[config.mk]
export PLATFORM = sky130hd
export DESIGN_NAME = misc_config_status
export DESIGN_NICKNAME = d
export VERILOG_FILES = /design/src/misc_cfg_pkg.sv /design/src/misc_config_status.sv
export VERILOG_INCLUDE_DIRS = /design/src /design/src/src
export SDC_FILE = /design/constraint.sdc
export NUM_CORES = 1
export LEC_CHECK = 0
export ABC_AREA = 0
export BUFFER_PORTS_ARGS = -buffer_cell sky130_fd_sc_hd__buf_2
export CAP_MARGIN = 20
export CELL_PAD_IN_SITES_DETAIL_PLACEMENT = 1
export CELL_PAD_IN_SITES_GLOBAL_PLACEMENT = 2
export CORE_UTILIZATION = 17
export CTS_CLUSTER_SIZE = 40
export DETAILED_ROUTE_END_ITERATION = 10
export GPL_ROUTABILITY_DRIVEN = 0
export GPL_TIMING_DRIVEN = 0
export HOLD_SLACK_MARGIN = 0.12
export PLACE_DENSITY_LB_ADDON = 0.1
export SKIP_CTS_REPAIR_TIMING = 1
export SYNTH_ARGS = -nofsm -noshare
export SYNTH_HDL_FRONTEND = slang
export SYNTH_SLANG_ARGS = --single-unit
[constraint.sdc]
create_clock -name mclk -period 1.08 [get_ports mclk]
set_input_delay 0.054 -clock mclk [delete_from_list [all_inputs] [get_ports mclk]]
set_output_delay 0.054 -clock mclk [all_outputs]
set_load 0.01 [all_outputs]
[src/misc_cfg_map.svh]
// Offsets, field positions, reset values and timing counts of the misc configuration register.
// Assumes inclusion by the package and the register module only.
`ifndef MISC_CFG_MAP_SVH
`define MISC_CFG_MAP_SVH

// ****************************************************************
// Field positions
// ****************************************************************
`define USB_EN_BIT 4
`define HDR_MF_BIT 2
`define DMA_STRAP_BIT 1
`define DIV_SEL_BIT 0

// ****************************************************************
// Reset values and header-type offset
// ****************************************************************
`define USB_EN_RST 1'h0
`define HDR_MF_RST 1'h1
`define HDR_TYPE_OFFSET 8'h0e

// ****************************************************************
// Clock divider
// ****************************************************************
`define DIV_SEL_BY3 1'h1
`define DIV_LAST_BY3 2'h2
`define DIV_LAST_BY4 2'h3
`define DIV_HIGH_CYCLES 2'h2

`endif

[src/misc_cfg_pkg.sv]
// Types shared by the misc configuration register block.
// Assumes the map header is on the include path.
`include "misc_cfg_map.svh"

package misc_cfg_pkg;

    // Configuration access as seen from the bridge's config decoder
    typedef struct packed {
        logic write;
        logic read;
        logic [1:0] byte_en;
        logic [15:0] wdata;
        logic func2_req;
    } cfg_req_type;

    typedef struct packed {
        logic [15:0] rdata;
        logic func2_claim;
    } cfg_ans_type;

endpackage

[src/misc_config_status.sv]
// Low bits of the bridge's misc configuration/status register, with the ISA clock divider.
// Assumes config cycles are decoded upstream and arrive as one-cycle strobes on mclk.
`timescale 1ns/1ps
`include "misc_cfg_map.svh"

// What this block does, and what software and the board must do
// USB variant: bit 4 enables USB, resets 0; cleared keeps USB logic inactive.
// Function 2 config accesses are claimed only while USB enable is 1.
// Software sets USB enable at boot; disables function 2 command bits first.
// Non-USB variant: bit 2 drives header-type multifunction flag, resets to 1.
// Non-USB variant: bit 1 reports inverted terminal-count strap sampled at reset.
// Non-USB variant: bit 0 reports clock strap; 1 divides by 3, 0 by 4.
// USB variant: bit 0 writable divisor select, reset from clock strap.
// A 30 MHz bus clock requires divide-by-4, giving 7.5 MHz ISA clock.
// ISA clock is bus clock divided by selected divisor, changed glitch-free.
module misc_config_status #(
    parameter bit usb_variant = 1'b1
) (
    input wire logic mclk,
    input wire logic rst,
    input misc_cfg_pkg::cfg_req_type cfg_req,
    output misc_cfg_pkg::cfg_ans_type cfg_ans,
    input wire logic isa_terminal_count_in,
    input wire logic isa_bus_clock_in,
    output logic isa_bus_clock_out,
    output logic isa_bus_clock_oe_n,
    output logic usb_function_enable,
    output logic header_multifunction
);
    import misc_cfg_pkg::*;

    logic usb_en;
    logic hdr_mf;
    logic dma_strap;
    logic div_sel;
    logic div_active;
    logic [1:0] div_cnt;
    logic [1:0] div_last;
    logic [1:0] next_div_cnt;
    logic isa_clk;
    logic [15:0] rdata;
    logic [15:0] reg_view;

    // ****************************************************************
    // Register bits
    // ****************************************************************
    always_ff @(posedge mclk) begin
        if (rst) begin
            usb_en <= `USB_EN_RST;
        end else if (usb_variant && cfg_req.write && cfg_req.byte_en[0]) begin
            usb_en <= cfg_req.wdata[`USB_EN_BIT];
        end
    end

    always_ff @(posedge mclk) begin
        if (rst) begin
            hdr_mf <= `HDR_MF_RST;
        end else if (!usb_variant && cfg_req.write && cfg_req.byte_en[0]) begin
            hdr_mf <= cfg_req.wdata[`HDR_MF_BIT];
        end
    end

    // Straps are caught every reset cycle, so the last one before release sticks
    always_ff @(posedge mclk) begin
        if (rst) begin
            dma_strap <= ~isa_terminal_count_in;
        end
    end

    always_ff @(posedge mclk) begin
        if (rst) begin
            div_sel <= isa_bus_clock_in;
        end else if (usb_variant && cfg_req.write && cfg_req.byte_en[0]) begin
            div_sel <= cfg_req.wdata[`DIV_SEL_BIT];
        end
    end

    always_comb begin
        reg_view = 16'h0000;
        reg_view[`DIV_SEL_BIT] = div_sel;
        if (usb_variant) begin
            reg_view[`USB_EN_BIT] = usb_en;
        end else begin
            reg_view[`HDR_MF_BIT] = hdr_mf;
            reg_view[`DMA_STRAP_BIT] = dma_strap;
        end
    end

    always_ff @(posedge mclk) begin
        if (rst) begin
            rdata <= 16'h0000;
        end else if (cfg_req.read) begin
            rdata <= reg_view;
        end
    end

    assign usb_function_enable = usb_variant & usb_en;
    assign header_multifunction = usb_variant | hdr_mf;
    assign cfg_ans.rdata = rdata;
    assign cfg_ans.func2_claim = cfg_req.func2_req & usb_function_enable;

    // ****************************************************************
    // ISA clock divider
    // ****************************************************************
    // New divisor is only adopted at a period boundary, so no runt pulse
    // Counter leaves reset at a period end, so the first high phase is whole
    assign div_last = (div_active == `DIV_SEL_BY3) ? `DIV_LAST_BY3 : `DIV_LAST_BY4;
    assign next_div_cnt = (div_cnt == div_last) ? 2'h0 : div_cnt + 2'h1;

    always_ff @(posedge mclk) begin
        if (rst) begin
            div_cnt <= `DIV_LAST_BY4;
        end else begin
            div_cnt <= next_div_cnt;
        end
    end

    always_ff @(posedge mclk) begin
        if (rst) begin
            div_active <= 1'h0;
        end else if (div_cnt == div_last) begin
            div_active <= div_sel;
        end
    end

    always_ff @(posedge mclk) begin
        if (rst) begin
            isa_clk <= 1'h0;
        end else begin
            isa_clk <= (next_div_cnt < `DIV_HIGH_CYCLES);
        end
    end

    // Pin released during reset so the strap can be read
    assign isa_bus_clock_out = isa_clk;
    assign isa_bus_clock_oe_n = rst;

    // ****************************************************************
    // Checks
    // ****************************************************************
    property p_usb_reset;
        @(posedge mclk) $fell(rst) |-> !usb_function_enable;
    endproperty
    a_usb_reset: assert property (p_usb_reset) else $error("usb enable not 0 after reset");

    property p_usb_write;
        @(posedge mclk) disable iff (rst)
        (usb_variant && cfg_req.write && cfg_req.byte_en[0])
        |=> usb_function_enable == $past(cfg_req.wdata[4]);
    endproperty
    a_usb_write: assert property (p_usb_write) else $error("usb enable write lost");

    property p_func2_gate;
        @(posedge mclk) disable iff (rst)
        cfg_ans.func2_claim |-> (cfg_req.func2_req && usb_en && usb_variant);
    endproperty
    a_func2_gate: assert property (p_func2_gate) else $error("function 2 claimed while off");

    property p_hdr_reset;
        @(posedge mclk) $fell(rst) |-> header_multifunction;
    endproperty
    a_hdr_reset: assert property (p_hdr_reset) else $error("multifunction flag not 1");

    property p_dma_read;
        @(posedge mclk) disable iff (rst)
        (!usb_variant && cfg_req.read) |=> cfg_ans.rdata[1] == dma_strap;
    endproperty
    a_dma_read: assert property (p_dma_read) else $error("dma strap misreported");

    property p_dma_stable;
        @(posedge mclk) disable iff (rst) 1'b1 |=> $stable(dma_strap);
    endproperty
    a_dma_stable: assert property (p_dma_stable) else $error("dma strap changed");

    property p_div_ro;
        @(posedge mclk) disable iff (rst) !usb_variant |=> $stable(div_sel);
    endproperty
    a_div_ro: assert property (p_div_ro) else $error("read-only divisor changed");

    property p_div_write;
        @(posedge mclk) disable iff (rst)
        (usb_variant && cfg_req.write && cfg_req.byte_en[0])
        |=> div_sel == $past(cfg_req.wdata[0]);
    endproperty
    a_div_write: assert property (p_div_write) else $error("divisor write lost");

    property p_clk_high;
        @(posedge mclk) disable iff (rst)
        $rose(isa_bus_clock_out) |=> isa_bus_clock_out ##1 !isa_bus_clock_out;
    endproperty
    a_clk_high: assert property (p_clk_high) else $error("isa clock high not 2 cycles");

    property p_clk_low;
        @(posedge mclk) disable iff (rst)
        $fell(isa_bus_clock_out) |-> ##[1:2] isa_bus_clock_out;
    endproperty
    a_clk_low: assert property (p_clk_low) else $error("isa clock low too long");

    property p_hdr_write;
        @(posedge mclk) disable iff (rst)
        (!usb_variant && cfg_req.write && cfg_req.byte_en[0])
        |=> header_multifunction == $past(cfg_req.wdata[`HDR_MF_BIT]);
    endproperty
    a_hdr_write: assert property (p_hdr_write) else $error("multifunction write lost");

    property p_usb_hold;
        @(posedge mclk) disable iff (rst)
        !cfg_req.write |=> $stable(usb_function_enable);
    endproperty
    a_usb_hold: assert property (p_usb_hold) else $error("usb enable changed unwritten");

    property p_dma_strap;
        @(posedge mclk) $fell(rst) |-> dma_strap == !$past(isa_terminal_count_in);
    endproperty
    a_dma_strap: assert property (p_dma_strap) else $error("dma strap not inverted pin");

    property p_div_strap;
        @(posedge mclk) $fell(rst) |-> div_sel == $past(isa_bus_clock_in);
    endproperty
    a_div_strap: assert property (p_div_strap) else $error("divisor not from strap");

    property p_rdata_hold;
        @(posedge mclk) disable iff (rst)
        !cfg_req.read |=> $stable(cfg_ans.rdata);
    endproperty
    a_rdata_hold: assert property (p_rdata_hold) else $error("read data changed unread");

    property p_div_adopt;
        @(posedge mclk) disable iff (rst)
        (div_cnt != div_last) |=> $stable(div_active);
    endproperty
    a_div_adopt: assert property (p_div_adopt) else $error("divisor adopted mid period");

endmodule

# After elaboration in Yosys (flattened, before gate mapping)
# Cells that the tools add are included.
# W data, S select, Z words.
word_totals:
  register_bits: 8
  in_bits: 25
  output_inout_bits: 21
  elab_cells: 16
op_classes:
  n_addsub: 1
  n_lt_le_gt_ge: 1
  n_eq_ne: 1
  mux: 4
  bitwise: 1
  n_reduce_logical: 2
op_table:
  columns: ["operator", "count"]
  rows:
  - ["$mux W1", 3]
  - ["$add A2 B1 Y2 const B", 1]
  - ["$eq A2 B2 Y1", 1]
  - ["$lt A2 B2 Y1 const B", 1]
  - ["$mux W2", 1]
  - ["$reduce_bool A2 Y1", 1]
  - ["$and A1 B1 Y1", 1]
  - ["$logic_and A1 B1 Y1", 1]

# Depth between registers and ports, before layout
depth:
  ltp_word: 4
  depth_mapped: 3
  ltp_nobuf: 2

# Worst setup path after synthesis
# OpenSTA, ideal clock, no wires.
synth_path:
  kind: "reg2reg"
  startpoint: "reg div_cnt[1]"
  endpoint: "reg div_cnt[1]"
  setup_ps: 120
  t_arrival_ps: 670
  required_ps: 960
  slack_ps: 290
  path_stages_with_launch: 3
  path_buffers: 0
  period_less_slack_ps: 790
  path_cell_list: "dfxtp_1 nor3b_2 a211o_1"
synth_via:
  elab_chain_len: 2
  elab_cells_between_ends: 3
  classes_between: "add/sub: 1; eq/ne: 1; mux: 1"
synth_rtl:
  columns: ["item", "line", "text"]
  rows:
  - ["from (decl)", "misc_config_status.sv:37", "logic [1:0] div_cnt;"]
  - ["from (signal assigned)", "misc_config_status.sv:112", "div_cnt <= `DIV_LAST_BY4;"]
  - ["from (signal assigned)", "misc_config_status.sv:114", "div_cnt <= next_div_cnt;"]
  - ["$add A2 B1 Y2 or $eq A2 B2 Y1 (tied branches)", "misc_config_status.sv:108", "assign next_div_cnt = (div_cnt == div_last) ? 2'h0 : div_cnt + 2'h1;"]
  - ["$mux W2 *", "misc_config_status.sv:108", null]
# Every way passes the cells marked *; elsewhere a longest branch is shown, timed or not.
# A chain may end at the register's enable or synchronous reset.

# Worst setup path in the final report
layout_path:
  startpoint: "in rst"
  endpoint: "reg div_sel, data pin"
layout_via:
  elab_chain_len: 1
layout_rtl:
  columns: ["item", "line", "text"]
  rows:
  - ["from (decl)", "misc_config_status.sv:20", "input wire logic rst,"]
  - ["$mux W1", "misc_config_status.sv:71", "if (rst) begin"]
  - ["to (signal assigned)", "misc_config_status.sv:72", "div_sel <= isa_bus_clock_in;"]
  - ["to (signal assigned)", "misc_config_status.sv:74", "div_sel <= cfg_req.wdata[`DIV_SEL_BIT];"]
  - ["to (decl)", "misc_config_status.sv:35", "logic div_sel;"]
# Every way passes these cells.

==> key figures <==
Drt
  • Vias/cell: 3.226
  • Wire per inst: 7.383 um
  • Via count: 371
  • Drt pass-1 iters: 4
  • Starting DRT DRC Count: 2
  • Number of remaining DRC errors: 0
  • Overall routed net length: 849 um
  • Remaining antenna violation count: 0

Placed design
  • Placed Cells: roughly 100
  • DP HPWL: approximately 640 um
  • PortBufs: 13

Timing
  • Setup TNS: 0 ps
  • Setup Viol. Count Final: 0
  • Final hold vios: 0
  • Fin crit period: roughly 1000 ps
  • Unrepaired setup endpoints after global routing: no
  • Final Max Tran Viols: 0
  • Clk_skew: 2.642 ps
  • Crit share post-route: 0.9651
  • Max Clk Rate: 959.4 MHz

Global route
  • Vias in the first global route: 279
  • Gr ovfl total: 0
  • First-pass GRT wire length: 1.214 mm
  • Largest net degree at the start of global routing: 11
  • Tot GR Track Use: 0.05805
  • Initial antenna violation count: 0

Setup path
  • Beginning of the critical path: rst
  • Critical path, cell by cell: dlygate4sd3_1 -> buf_6 -> mux2_4
  • CP Capture Type: flip-flop
  • Worst-path fanout max: 10
  • Reg-to-Reg Start: div_cnt[0]
  • Crit path DAT: 1050 ps
  • R2R Setup Slk: 240 ps
  • Crit Path Category: input pin to flip-flop
  • Slowest-stage cell, CP: dlygate4sd3_1
  • Worst EP required: 1080 ps
  • CP top delay family: buffers and inverters
  • CP peak stage delay: 550 ps
  • CP bufs+invs: 2
  • Reg2reg end: div_cnt[1]
  • Critical Path Source Type: input pin
  • R2R cell count: 2

Flow run
  • Maxcap violations: 0

Hold path
  • Hold depth: 2
  • Hold_sp: rst
  • Min-Delay Endpoint: isa_bus_clock_oe_n
  • HP Class: input pin to output port

Power and ir drop
  • Power share of the sequential group: 0.448
  • Clock share of power: 0.307
  • Leak: ~0.38 nW
  • Internal power: 0.5893 mW
  • Comb pwr share: 0.244
  • Worst vdd ir: roughly 0.00036 V
  • Power Dens Cells: roughly 1100 nW/um^2
  • Switching Share: 0.2639
  • Total power: 0.8006 mW
  • NetSw: ~0.21 mW

Yosys
  • Mapped Cells: 48
  • Synth cell types: 21
  • Synth warn: 0
  • Post-synthesis sequential area ratio: 0.3646
  • Synthesized area: about 470 um^2
  • #FFs+latches synth: 8
  • Synth top area share: 0.3003
  • Syn Area/Cell: approximately 10 um^2
  • Synth area leader: dfxtp_1
  • Main area contributors after synthesis: dfxtp_1 (30%), buf_4 (26%), edfxtp_1 (6.4%), mux2i_1 (4.3%), o32ai_2 (3.5%)

Floorplan
  • Io pins: 46
  • Initial Util: 0.1834
  • Vert. Die Dim: 54.40 um
  • Std-Cell Rows: 18
  • Core ar.: 2545 um^2
  • Die width: 54.40 um
  • Die area: 2959 um^2

CTS
  • Worst-Skew Late Latency: 250 ps
  • TritonCTS clock tree: yes
  • Clock root buffer: clkbuf_4
  • Cts bufs inserted: 3
  • CTS max path bufs: 2
  • Register clock-pin slew on the reported worst setup and hold paths: roughly 60 ps
  • H-Tree Depth: 1
  • Clk sinks: 8

Layout
  • Fin cells: 115
  • Area occupied by multi-input gates: between 200 and 250 um^2
  • Commonest non-fill, non-tap cell in the layout: buf_4
  • Layout cells sized above 1: 0.4353
  • Final Util: 0.2807
  • FF/Latch Area: between 150 and 200 um^2
  • Final layout net count: 111
  • N_diodes: 0
  • Fill cells: 315
  • Leading cell types in the layout, fill and taps excluded: buf_4 (16), conb_1 (15), buf_2 (13)
  • Area delta synth->final: 53.08%

Run status
  • Status: completed
cells in the mapped netlist, drive strengths merged:
cell type / count
a21o: 1
a21bo: 1
a211o: 1
edfxtp: 1
a211oi: 1
inv: 2
nand2b: 1
mux2i: 2
buf: 17
nand3: 1
or2: 1
nor2b: 1
and2: 1
dfxtp: 7
o32ai: 1
nor3b: 1
a21oi: 3
mux2: 1
nor2: 2
conb: 2
cells by family after synthesis:
group                  share of synthesized area
AO/OA/AOI/OAI                             0.1394
buffers and inverters                     0.2976
flip-flops                                0.3646
multiplexers                             0.07506
other                                    0.01609
AND/OR/NAND/NOR                           0.1073
power groups by stage:
| stage | clock network, mW | logic, mW | registers [mW] |
|---|---|---|---|
| floorplan | 0 | 0.134 | 0.365 |
| global placement | 0 | 0.174 | 0.365 |
| detailed placement | 0 | 0.175 | 0.366 |
| CTS | 0.260 | 0.176 | 0.360 |
| global route | 0.283 | 0.218 | 0.365 |
| finish | 0.246 | 0.195 | 0.359 |
how the worst max path moves through the flow:
stage | endpoint | slack (ps) | cells after the start
final | div_sel | 40 | 3
after global routing | div_sel | 40 | 3
after CTS | cfg_ans[0] | 130 | 2
after detailed placement | div_cnt[1] | 250 | 2
after global placement | div_cnt[1] | 260 | 2
after floorplan | div_cnt[1] | 290 | 2
flip-flops by register name, summed over array words and instances, names as in the netlist:
| register | cells |
|---|---|
| usb_function_enable | 1 |
| div_cnt | 2 |
| rdata | 2 |
| div_sel | 1 |
| div_active | 1 |
| isa_bus_clock_out | 1 |
area by class of cell:
class,count,area share
Buffer,17,0.1839
Clock buffer,4,0.03678
Inverter,2,0.01051
Multi-Input combinational cell,34,0.2890
Sequential cell,8,0.2382
Tap cell,30,0.05254
Timing Repair Buffer,20,0.1891
through the flow:
step                      hold slack [ps]  setup WS (ps)  instance area, um^2
after floorplan                     199.5          290.5                515.5
after global placement              284.6          262.3                618.1
after detailed placement            283.8          246.5                618.1
after CTS                           11.50          133.2                644.4
after global routing                312.4          35.15                714.4
final                               291.7          37.73                714.4
routing by layer:
metal	wire, um	GRT usage	up-vias
met5	0	0	-
met1	358	0.07426	154
met4	0	0.03846	0
li1	-	-	200
met2	429	0.08333	17
met3	62	0.01667	0
Power figures use the tool's default switching activity.
